**config.mk**
```make
export PLATFORM = sky130hd
export DESIGN_NAME = dcp_ctx_ctrl
export DESIGN_NICKNAME = d
export VERILOG_FILES = /design/src/include/dcp_pkg.sv /design/src/design/dcp_ctx_engine.sv /design/src/design/dcp_ctx_ctrl.sv
export VERILOG_INCLUDE_DIRS = /design/src /design/src/include
export SDC_FILE = /design/constraint.sdc
export NUM_CORES = 2
export LEC_CHECK = 0
export BUFFER_PORTS_ARGS = -buffer_cell sky130_fd_sc_hd__buf_2
export CORE_MARGIN = 5
export CORE_UTILIZATION = 60
export CTS_CLUSTER_SIZE = 10
export DETAILED_ROUTE_END_ITERATION = 8
export PLACE_DENSITY = 0.81
export SYNTH_ARGS = -nofsm -noshare
export SYNTH_HDL_FRONTEND = slang
export SYNTH_HIERARCHICAL = 1
export SYNTH_SLANG_ARGS = --single-unit
```
**constraint.sdc**
```tcl
create_clock -name mclk -period 3.3 [get_ports mclk]
set_clock_uncertainty 0.1 [all_clocks]
set_input_delay 0.165 -clock mclk [delete_from_list [all_inputs] [get_ports mclk]]
set_output_delay 0.165 -clock mclk [all_outputs]
set_load 0.02 [all_outputs]
```
**src/include/dcp_params.svh**
```systemverilog
// Constants for the DMA context program control block.
// Assumes a 32-bit register port with word-aligned byte addresses.
`ifndef DCP_PARAMS_SVH
`define DCP_PARAMS_SVH

// Context numbering: 0 async receive, 1..4 iso transmit, 5..8 iso receive
`define DCP_NCTX 9
`define DCP_NTX 4
`define DCP_NRX 4
`define DCP_TX0 4'h1
`define DCP_RX0 4'h5

// Register address decode
`define DCP_CTX_HI 6
`define DCP_CTX_LO 3
`define DCP_SEL_BIT 2
`define DCP_TOP_BIT 7

// Shared control fields; speed is used only by non-transmit contexts
`define DCP_RUN 15
`define DCP_WAKE 12
`define DCP_DEAD 11
`define DCP_ACT 10
`define DCP_SPD_HI 7
`define DCP_SPD_LO 5
`define DCP_CODE_HI 4
`define DCP_CODE_LO 0

// Transmit control fields
`define DCP_TX_GATE 31
`define DCP_TX_TIME_HI 30
`define DCP_TX_TIME_LO 16

// Receive control fields
`define DCP_RX_FILL 31
`define DCP_RX_KEEP 30
`define DCP_RX_GATE 29
`define DCP_RX_MANY 28
`define DCP_RX_SPLIT 27

// Program pointer fields
`define DCP_ADDR_HI 31
`define DCP_ADDR_LO 4
`define DCP_CNT_HI 3
`define DCP_CNT_LO 0
`define DCP_CNT_DONE 4'h0

`endif

```
**src/include/dcp_pkg.sv**
```systemverilog
// Types for the DMA context program control block.
// Assumes dcp_params.svh is on the include path.
`include "dcp_params.svh"

package dcp_pkg;
	typedef enum logic [2:0] {
		ST_IDLE = 3'b000,
		ST_GATE = 3'b001,
		ST_LOAD = 3'b010,
		ST_BUSY = 3'b011,
		ST_SLEEP = 3'b100,
		ST_HALT = 3'b101
	} dcp_state_t;

	typedef enum logic [1:0] {
		EV_NONE = 2'b00,
		EV_DONE = 2'b01,
		EV_ERR = 2'b10,
		EV_WAIT = 2'b11
	} dcp_evt_t;

	typedef struct packed {
		dcp_state_t st;
		logic active;
		logic dead;
		logic load_req;
		logic wake_ack;
	} dcp_eng_t;

	typedef struct packed {
		logic [`DCP_NCTX-1:0] run;
		logic [`DCP_NCTX-1:0] wake;
		logic [`DCP_NCTX-1:0] gate_en;
		logic [`DCP_NCTX-1:0][4:0] code;
		logic [`DCP_NCTX-1:0][27:0] addr;
		logic [`DCP_NCTX-1:0][3:0] cnt;
		logic [`DCP_NCTX-1:0][2:0] spd;
		logic [`DCP_NTX-1:0][14:0] tx_time;
		logic [`DCP_NRX-1:0] fill;
		logic [`DCP_NRX-1:0] keep;
		logic [`DCP_NRX-1:0] many;
		logic [`DCP_NRX-1:0] split;
		logic [31:0] rd_data;
		logic launch_valid;
		logic [3:0] launch_ctx;
		logic [27:0] launch_addr;
		logic [3:0] launch_cnt;
		logic [`DCP_NRX-1:0] rx_accept;
	} dcp_top_t;
endpackage

```
**src/design/dcp_ctx_engine.sv**
```systemverilog
// Flag sequencer for one context program controller.
// Assumes all inputs are synchronous to mclk.
`timescale 1ns/1ns
`default_nettype none

module dcp_ctx_engine
	import dcp_pkg::*;
(
	input wire logic mclk, // Core clock
	input wire logic reset_n, // Async reset
	input wire logic run, // Run flag
	input wire logic wake, // Wake flag
	input wire logic gate_en, // Start time gate armed
	input wire logic gate_hit, // Cycle timer at start time
	input wire logic grant, // Loader took the request
	input wire logic evt_done, // Program completed
	input wire logic evt_err, // Program failed
	input wire logic evt_wait, // Next program not ready
	output logic active, // Processing
	output logic dead, // Stopped by error
	output logic load_req, // Wants a program fetch
	output logic wake_ack // Wake consumed, pulse
);
	dcp_eng_t q;
	dcp_eng_t next_q;

	function automatic dcp_eng_t to_load(input dcp_eng_t s);
		dcp_eng_t r;
		r = s;
		r.st = ST_LOAD;
		r.active = 1'b1;
		r.load_req = 1'b1;
		return r;
	endfunction

	always_comb begin
		next_q = q;
		next_q.wake_ack = 1'b0;
		if (!run) begin
			next_q.st = ST_IDLE;
			next_q.active = 1'b0;
			next_q.dead = 1'b0;
			next_q.load_req = 1'b0;
		end else begin
			unique case (q.st)
				ST_IDLE: begin
					if (gate_en) begin
						next_q.st = ST_GATE;
					end else begin
						next_q = to_load(q);
					end
				end
				ST_GATE: begin
					if (gate_hit) begin
						next_q = to_load(q);
					end
				end
				ST_LOAD: begin
					if (grant) begin
						next_q.st = ST_BUSY;
						next_q.load_req = 1'b0;
					end
				end
				ST_BUSY: begin
					if (evt_err) begin
						next_q.st = ST_HALT;
						next_q.dead = 1'b1;
						next_q.active = 1'b0;
					end else if (evt_done || evt_wait) begin
						next_q.st = ST_SLEEP;
						next_q.active = 1'b0;
					end
				end
				ST_SLEEP: begin
					if (wake) begin
						next_q = to_load(q);
						next_q.wake_ack = 1'b1;
					end
				end
				ST_HALT: begin
					next_q.dead = 1'b1;
				end
				default: begin
					next_q.st = ST_IDLE;
					next_q.active = 1'b0;
					next_q.load_req = 1'b0;
				end
			endcase
		end
	end

	always_ff @(posedge mclk or negedge reset_n) begin
		if (!reset_n) begin
			q <= '0;
		end else begin
			q <= next_q;
		end
	end

	assign active = q.active;
	assign dead = q.dead;
	assign load_req = q.load_req;
	assign wake_ack = q.wake_ack;
endmodule

`default_nettype wire

```
**src/design/dcp_ctx_ctrl.sv**
```systemverilog
// Control and program pointer registers for nine DMA contexts.
// Assumes register port, event bus and cycle timer share mclk.
//
// Behaviour
// - Error leaves failing descriptor address in pointer.
// - Completion leaves last address, count reads zero.
// - Pointer holds address 31:4, count 3:0.
// - Four separate transmit control registers.
// - Transmit start gate clears once active.
// - Gated start waits for cycle timer match.
// - Writing run one starts the controller.
// - Writing wake one resumes a waiting controller.
// - Dead on fatal error, active while processing.
// - Result code reported in bits 4:0.
// - Multichannel ignores the single channel id.
// - Receive start gate clears once active.
// - Split storage clears multichannel and fill.
// - Bit 31 selects fill or per-packet storage.
// - Bit 30 clear strips header and trailer.
// - Multichannel accepts masked channels, else one.
// - Receive speed reported in bits 7:5.
// - Wake clears wake, sets active, reloads.
// - Not ready clears active; error sets dead.
//
// Local design decisions: the strobed register port and the placing of the registers.
`timescale 1ns/1ns
`default_nettype none
`include "dcp_params.svh"

module dcp_ctx_ctrl
	import dcp_pkg::*;
(
	input wire logic mclk, // Core clock
	input wire logic reset_n, // Async reset
	input wire logic [7:0] addr, // Register byte address
	input wire logic [31:0] wr_data, // Register write data
	input wire logic wr_en, // Write strobe
	input wire logic rd_en, // Read strobe
	output logic [31:0] rd_data, // Read data, cycle after strobe
	input wire logic [14:0] cycle_time, // Cycle timer seconds and count
	input wire logic [59:0] rx_start_time, // Receive start times, 15 bits each
	input wire logic evt_valid, // Program event strobe
	input wire logic [3:0] evt_ctx, // Event context number
	input wire logic [1:0] evt_kind, // Done, error or wait
	input wire logic [4:0] evt_code, // Event result code
	input wire logic [27:0] evt_addr, // Descriptor address of event
	input wire logic [2:0] evt_spd, // Receive speed of event
	output logic launch_valid, // Program fetch request, pulse
	output logic [3:0] launch_ctx, // Fetch context number
	output logic [27:0] launch_addr, // Fetch descriptor address
	output logic [3:0] launch_cnt, // Fetch descriptor count
	input wire logic rx_pkt_valid, // Received iso packet strobe
	input wire logic [5:0] rx_pkt_channel, // Received packet channel
	input wire logic [23:0] single_channel_id, // Receive channels, 6 bits each
	input wire logic [63:0] channel_enable_mask, // Multichannel enables
	output logic [3:0] rx_accept, // Packet taken per receive context
	output logic [3:0] rx_fill_mode, // Fill storage per receive context
	output logic [3:0] rx_strip_header // Strip header per receive context
);
	dcp_top_t q;
	dcp_top_t next_q;
	logic [`DCP_NCTX-1:0] eng_active;
	logic [`DCP_NCTX-1:0] eng_dead;
	logic [`DCP_NCTX-1:0] eng_req;
	logic [`DCP_NCTX-1:0] eng_wack;
	logic [`DCP_NCTX-1:0] gate_hit;
	logic [`DCP_NCTX-1:0] grant;
	logic [`DCP_NCTX-1:0] ev_done;
	logic [`DCP_NCTX-1:0] ev_err;
	logic [`DCP_NCTX-1:0] ev_wait;
	logic [3:0] win;
	logic [3:0] wctx;
	logic wsel;
	logic wok;

	// ----------------------------------------------------------------
	// Helper functions
	// ----------------------------------------------------------------
	function automatic logic is_tx(input logic [3:0] c);
		return c >= `DCP_TX0 && c < `DCP_RX0;
	endfunction

	function automatic logic is_rx(input logic [3:0] c);
		return c >= `DCP_RX0 && c < 4'(`DCP_NCTX);
	endfunction

	function automatic logic addr_ok(input logic [7:0] a);
		return a[1:0] == 2'h0 && !a[`DCP_TOP_BIT]
			&& a[`DCP_CTX_HI:`DCP_CTX_LO] < 4'(`DCP_NCTX);
	endfunction

	function automatic logic [3:0] first_req(input logic [`DCP_NCTX-1:0] r);
		logic [3:0] k;
		k = 4'h0;
		for (int i = `DCP_NCTX - 1; i >= 0; i--) begin
			if (r[i]) begin
				k = 4'(i);
			end
		end
		return k;
	endfunction

	// ----------------------------------------------------------------
	// Decode and per-context engines
	// ----------------------------------------------------------------
	assign wctx = addr[`DCP_CTX_HI:`DCP_CTX_LO];
	assign wsel = addr[`DCP_SEL_BIT];
	assign wok = addr_ok(addr);
	assign win = first_req(eng_req);

	for (genvar i = 0; i < `DCP_NCTX; i++) begin : g_ctx
		localparam logic [3:0] CI = 4'(i);
		// Chosen per context, so no start time select leaves its range
		if (i >= `DCP_TX0 && i < `DCP_RX0) begin : g_tx
			assign gate_hit[i] = cycle_time == q.tx_time[i-`DCP_TX0];
		end else if (i >= `DCP_RX0) begin : g_rx
			assign gate_hit[i] = cycle_time == rx_start_time[(i-`DCP_RX0)*15 +: 15];
		end else begin : g_none
			assign gate_hit[i] = 1'b0;
		end
		assign grant[i] = eng_req[i] && win == CI;
		assign ev_done[i] = evt_valid && evt_ctx == CI && evt_kind == EV_DONE;
		assign ev_err[i] = evt_valid && evt_ctx == CI && evt_kind == EV_ERR;
		assign ev_wait[i] = evt_valid && evt_ctx == CI && evt_kind == EV_WAIT;

		dcp_ctx_engine u_eng (
			.mclk(mclk),
			.reset_n(reset_n),
			.run(q.run[i]),
			.wake(q.wake[i]),
			.gate_en(q.gate_en[i]),
			.gate_hit(gate_hit[i]),
			.grant(grant[i]),
			.evt_done(ev_done[i]),
			.evt_err(ev_err[i]),
			.evt_wait(ev_wait[i]),
			.active(eng_active[i]),
			.dead(eng_dead[i]),
			.load_req(eng_req[i]),
			.wake_ack(eng_wack[i])
		);
	end

	// ----------------------------------------------------------------
	// Register read view
	// ----------------------------------------------------------------
	function automatic logic [31:0] rd_word(input logic [3:0] c, input logic s);
		logic [31:0] w;
		logic [1:0] k;
		w = 32'h0;
		k = 2'h0;
		if (s) begin
			w[`DCP_ADDR_HI:`DCP_ADDR_LO] = q.addr[c];
			w[`DCP_CNT_HI:`DCP_CNT_LO] = q.cnt[c];
		end else begin
			w[`DCP_RUN] = q.run[c];
			w[`DCP_WAKE] = q.wake[c];
			w[`DCP_DEAD] = eng_dead[c];
			w[`DCP_ACT] = eng_active[c];
			w[`DCP_CODE_HI:`DCP_CODE_LO] = q.code[c];
			if (is_tx(c)) begin
				k = 2'(c - `DCP_TX0);
				w[`DCP_TX_GATE] = q.gate_en[c];
				w[`DCP_TX_TIME_HI:`DCP_TX_TIME_LO] = q.tx_time[k];
			end else begin
				w[`DCP_SPD_HI:`DCP_SPD_LO] = q.spd[c];
			end
			if (is_rx(c)) begin
				k = 2'(c - `DCP_RX0);
				w[`DCP_RX_FILL] = q.fill[k];
				w[`DCP_RX_KEEP] = q.keep[k];
				w[`DCP_RX_GATE] = q.gate_en[c];
				w[`DCP_RX_MANY] = q.many[k];
				w[`DCP_RX_SPLIT] = q.split[k];
			end
		end
		return w;
	endfunction

	// ----------------------------------------------------------------
	// Next state
	// ----------------------------------------------------------------
	always_comb begin
		logic [3:0] c;
		logic [1:0] k;
		logic ch_ok;
		c = wctx;
		k = 2'h0;
		ch_ok = 1'b0;
		next_q = q;

		// Wake consumed by its engine; a new write below still sets it
		for (int i = 0; i < `DCP_NCTX; i++) begin
			if (eng_wack[i]) begin
				next_q.wake[i] = 1'b0;
			end
			if (evt_valid && evt_ctx == 4'(i)) begin
				next_q.code[i] = evt_code;
				if (evt_kind == EV_ERR || evt_kind == EV_DONE) begin
					next_q.addr[i] = evt_addr;
				end
				if (evt_kind == EV_DONE) begin
					next_q.cnt[i] = `DCP_CNT_DONE;
				end
				if (!is_tx(4'(i))) begin
					next_q.spd[i] = evt_spd;
				end
			end
		end

		if (wr_en && wok) begin
			if (wsel) begin
				if (!q.run[c] && !eng_active[c]) begin
					next_q.addr[c] = wr_data[`DCP_ADDR_HI:`DCP_ADDR_LO];
					next_q.cnt[c] = wr_data[`DCP_CNT_HI:`DCP_CNT_LO];
				end
			end else begin
				next_q.run[c] = wr_data[`DCP_RUN];
				if (wr_data[`DCP_WAKE]) begin
					next_q.wake[c] = 1'b1;
				end
				if (is_tx(c)) begin
					k = 2'(c - `DCP_TX0);
					next_q.gate_en[c] = wr_data[`DCP_TX_GATE];
					next_q.tx_time[k] = wr_data[`DCP_TX_TIME_HI:`DCP_TX_TIME_LO];
				end
				if (is_rx(c) && !q.run[c] && !eng_active[c]) begin
					k = 2'(c - `DCP_RX0);
					next_q.fill[k] = wr_data[`DCP_RX_FILL];
					next_q.keep[k] = wr_data[`DCP_RX_KEEP];
					next_q.gate_en[c] = wr_data[`DCP_RX_GATE];
					next_q.many[k] = wr_data[`DCP_RX_MANY];
					next_q.split[k] = wr_data[`DCP_RX_SPLIT];
					if (wr_data[`DCP_RX_SPLIT]) begin
						next_q.many[k] = 1'b0;
						next_q.fill[k] = 1'b0;
					end
				end
			end
		end

		// Start gate drops once the context is processing
		for (int i = 0; i < `DCP_NCTX; i++) begin
			if (eng_active[i]) begin
				next_q.gate_en[i] = 1'b0;
			end
		end

		next_q.rd_data = (rd_en && addr_ok(addr)) ? rd_word(wctx, wsel) : 32'h0;

		next_q.launch_valid = |eng_req;
		next_q.launch_ctx = win;
		next_q.launch_addr = q.addr[win];
		next_q.launch_cnt = q.cnt[win];

		// Multichannel mode looks only at the mask
		for (int j = 0; j < `DCP_NRX; j++) begin
			c = `DCP_RX0 + 4'(j);
			ch_ok = q.many[j] ? channel_enable_mask[rx_pkt_channel]
				: rx_pkt_channel == single_channel_id[j*6 +: 6];
			next_q.rx_accept[j] = rx_pkt_valid && q.run[c] && eng_active[c] && ch_ok;
		end
	end

	always_ff @(posedge mclk or negedge reset_n) begin
		if (!reset_n) begin
			q <= '0;
		end else begin
			q <= next_q;
		end
	end

	assign rd_data = q.rd_data;
	assign launch_valid = q.launch_valid;
	assign launch_ctx = q.launch_ctx;
	assign launch_addr = q.launch_addr;
	assign launch_cnt = q.launch_cnt;
	assign rx_accept = q.rx_accept;
	assign rx_fill_mode = q.fill;
	assign rx_strip_header = ~q.keep;
endmodule

`default_nettype wire

```
==> flow_summary.json <==
{
  "syn_area_um2": 34800,
  "synth-simple-area-share_pct": 13.2,
  "die_w_um": 251,
  "synth_warnings": 6,
  "synth_top_family_by_area": "multiplexers",
  "synth_common_cells": "587 x dfrtp_1, 415 x a21oi_1, 356 x nor2_1, 305 x mux2i_1, 305 x nand2_1",
  "synth_cell_types": 73,
  "routed_wl_mm": 117,
  "final_hold_viol_count": 0,
  "pin_count": 338,
  "max_freq_mhz": 330,
  "grtUsageTotal_pct": 36.1,
  "arrival_ns": 3.42,
  "maxCapViolCount": 0,
  "path_max_fanout": 64,
  "finalSetupTns_ns": 0,
  "fin_crit_ns": 3.03,
  "grt_antenna_before_repair": 7,
  "fillers": 4252,
  "syn_nets": 3781,
  "path_class": "reg -> reg",
  "synthMuxAreaShare_pct": 19.3,
  "critical_path_required_ns": 3.69,
  "hold_class": "in -> reg",
  "synthXorXnorAreaFrac_pct": 3.62,
  "yosysSeqAreaShare_pct": 42.2,
  "finalSetupViolations": 0,
  "start_util_pct": 60.5,
  "detail_route.vias_per_cell": 6.69,
  "cts_made_buffers": 69,
  "die_h_um": 251,
  "tightest_slew_ns": 1.26,
  "core_um2": 57600,
  "vias": 30308,
  "regArea_um2": 14700,
  "yosysTopAreaCellShare_pct": 42.2,
  "drtIter0Drc": 4401,
  "num-nets-final": 4016,
  "worst_setup_path_end_kind": "flop",
  "synth.most_common_cell": "dfrtp_1",
  "fin_util_pct": 68.7,
  "netlist_top_cells_area": "dfrtp_1 42%, mux2i_1 8.8%, mux4_2 6.6%",
  "clock_latency_ns": 0.61,
  "synth_top_flop_cell": "dfrtp_1",
  "htree_levels": 3,
  "portBuffers": 337,
  "power_leakage_nw": 17.0,
  "cts_tree": "yes",
  "synth.largest_area_cell": "dfrtp_1",
  "status": "complete, no violations",
  "multiInputGateArea_um2": 17900,
  "vdd.ir_drop.worst_mv": 0.463,
  "p_per_area_nw_per_um2": 513,
  "dieArea_um2": 63000,
  "ant_nets": 0,
  "ys_ff_latch": 587,
  "synth-compound-area-share_pct": 14.6,
  "rsz0062_at_grt": "false",
  "drive_above_1_share_pct": 21.3,
  "dp_hpwl_mm": 75.6,
  "syn_to_final_growth_pct": 13.5,
  "ctsRootBufferMaster": "clkbuf_16",
  "cts_buffer_depth": 3,
  "grt_pass1_vias": 29990,
  "drc": 0,
  "grt_max_degree": 97,
  "worstSetupStartpointType": "flop",
  "relSlewSlack_pct": 16.2,
  "dr.pass1.iters": 9,
  "clkSlewWorstSetupHoldPaths_ns": 0.06,
  "cts.sinks": 587,
  "fp-row-count": 88,
  "yosys.area_share.adder_pct": 0.323,
  "globalplace.congestion": 1.01,
  "avgSynthCellArea_um2": 9.91,
  "synthCells": 3515,
  "wl_per_cell_um": 25.9,
  "fin_crit_sh_pct": 91.9,
  "slew_violations": 0,
  "grt_pass1_wl_mm": 178,
  "overflow": 0,
  "synth_edf_count": 0,
  "synthArstFlopShare_pct": 100
}
[timing repair]
item	CTS	global route
setup buffers	0	0
hold endpoints to repair	478	0
gates resized for setup	0	0
hold buffers	109	0
[per-layer routing]
metal	GRT usage [%]	share of wire [%]	up-vias	routed length (µm)
li1	-	-	12937	-
met1	48.1	37	14623	43000
met2	55.3	45	2213	52700
met3	9.36	12	525	14600
met4	18.1	6.0	10	7050
met5	0	0.054	-	63
[area by class of cell]
class,count,share of cell area (%)
multi-input combinational,2460,45.3
sequential,587,37.1
timing repair buffer,549,9.70
clock buffer,79,4.62
tap,765,2.42
inverter,83,0.788
clock inverter,2,0.0348
antenna,2,0.0127
[through the flow]
stage               instance area (µm²)  std cells  hold WS [ns]  setup WS (ns)  power, W
floorplan                         34800       3515        -0.231         0.0348    0.0119
global placement                  36600       4335         0.195          0.603    0.0131
detailed placement                36600       4335         0.193          0.577    0.0133
CTS                               39500       4525       0.00151          0.377    0.0202
global route                      39500       4527        0.0250          0.103    0.0210
finish                            39500       4527        0.0331          0.266    0.0203
[logic make-up (layout without fill, tap and decap cells)]
family,Yosys count,in the layout
xor gates and xnor gates,144,144
other,1,3
AOI/OAI and AO/OA,812,812
adders and majority gates,9,9
DFF,587,587
and+or+nand+nor,971,971
buffers and inverters,468,713
muxes,523,523
[critical path, cell delays in order (launching register included)]
cell and delay (ns):
dfrtp_1 0.56, mux2i_1 0.13, o221ai_1 0.25, o311ai_2 0.14, buf_4 0.22, nand4b_1 0.11, buf_4 0.61, a21oi_1 0.13
dlygate4sd3_1 0.60
[where the power goes]
group | switching [W] | total [W] | leakage [nW] | internal [W]
clock network | 0.00289 | 0.00674 | 0.905 | 0.00385
logic | 0.00239 | 0.00438 | 8.30 | 0.00200
registers | 0.000865 | 0.00917 | 7.75 | 0.00831
[state kept, by name, indices dropped and copies added, names as in the netlist]
register and cells:
g_ctx.u_eng/active 9, g_ctx.u_eng/dead 9, g_ctx.u_eng/load_req 9, g_ctx.u_eng/q 27, g_ctx.u_eng/wake_ack 9, launch_addr 28, launch_cnt 4, launch_ctx 4
launch_valid 1, q 447, rd_data 32, rx_accept 4, rx_fill_mode 4
[path summary, 6_finish.rpt]
kind / startpoint / endpoint / slack (ns) / depth (start not counted)
setup / recovery: q[535]$_DFFE_PN0P_ / q[386]$_DFF_PN0_ / 0.27 / 8
hold / removal: wr_en / q[517]$_DFFE_PN0P_ / 0.03 / 5
setup reg to reg: q[535]$_DFFE_PN0P_ / q[386]$_DFF_PN0_ / 0.27 / 8
hold reg to reg: g_ctx[5].u_eng/wake_ack$_DFFE_PN0P_ / q[523]$_DFF_PN0_ / 0.37 / 1
max in group asynchronous: reset_n / q[209]$_DFF_PN0_ / 2.02 / 3
min in group asynchronous: reset_n / rd_data[15]$_DFF_PN0_ / 0.15 / 2
[cells in the final DEF (no fill, tap or decap), types with 10 or more instances in the layout]
master           n
buf_4           84
mux2_4          20
and3_1          15
a221o_1         11
o32ai_1         23
nor2b_1         35
dlygate4sd3_1  109
mux4_2         102
o221ai_1        35
nand2b_1        12
a22oi_1         42
nor2_1         354
a21oi_1        415
nand2_1        304
nand4_1         28
a211oi_1        26
o21ai_0         71
buf_2          333
mux2i_1        305
o22ai_1         28
nor4_1          12
o22a_1          18
inv_1           79
nand3b_1        29
o31a_1          11
o31ai_1         19
mux2_2          91
nor3_1          29
clkbuf_16       71
nand3_1         67
nor2_2          10
a22o_1          10
dfrtp_1        587
a221oi_1        47
buf_12          21
xnor2_1        136
o21ai_1         24
(Power assumes the default switching activity.)
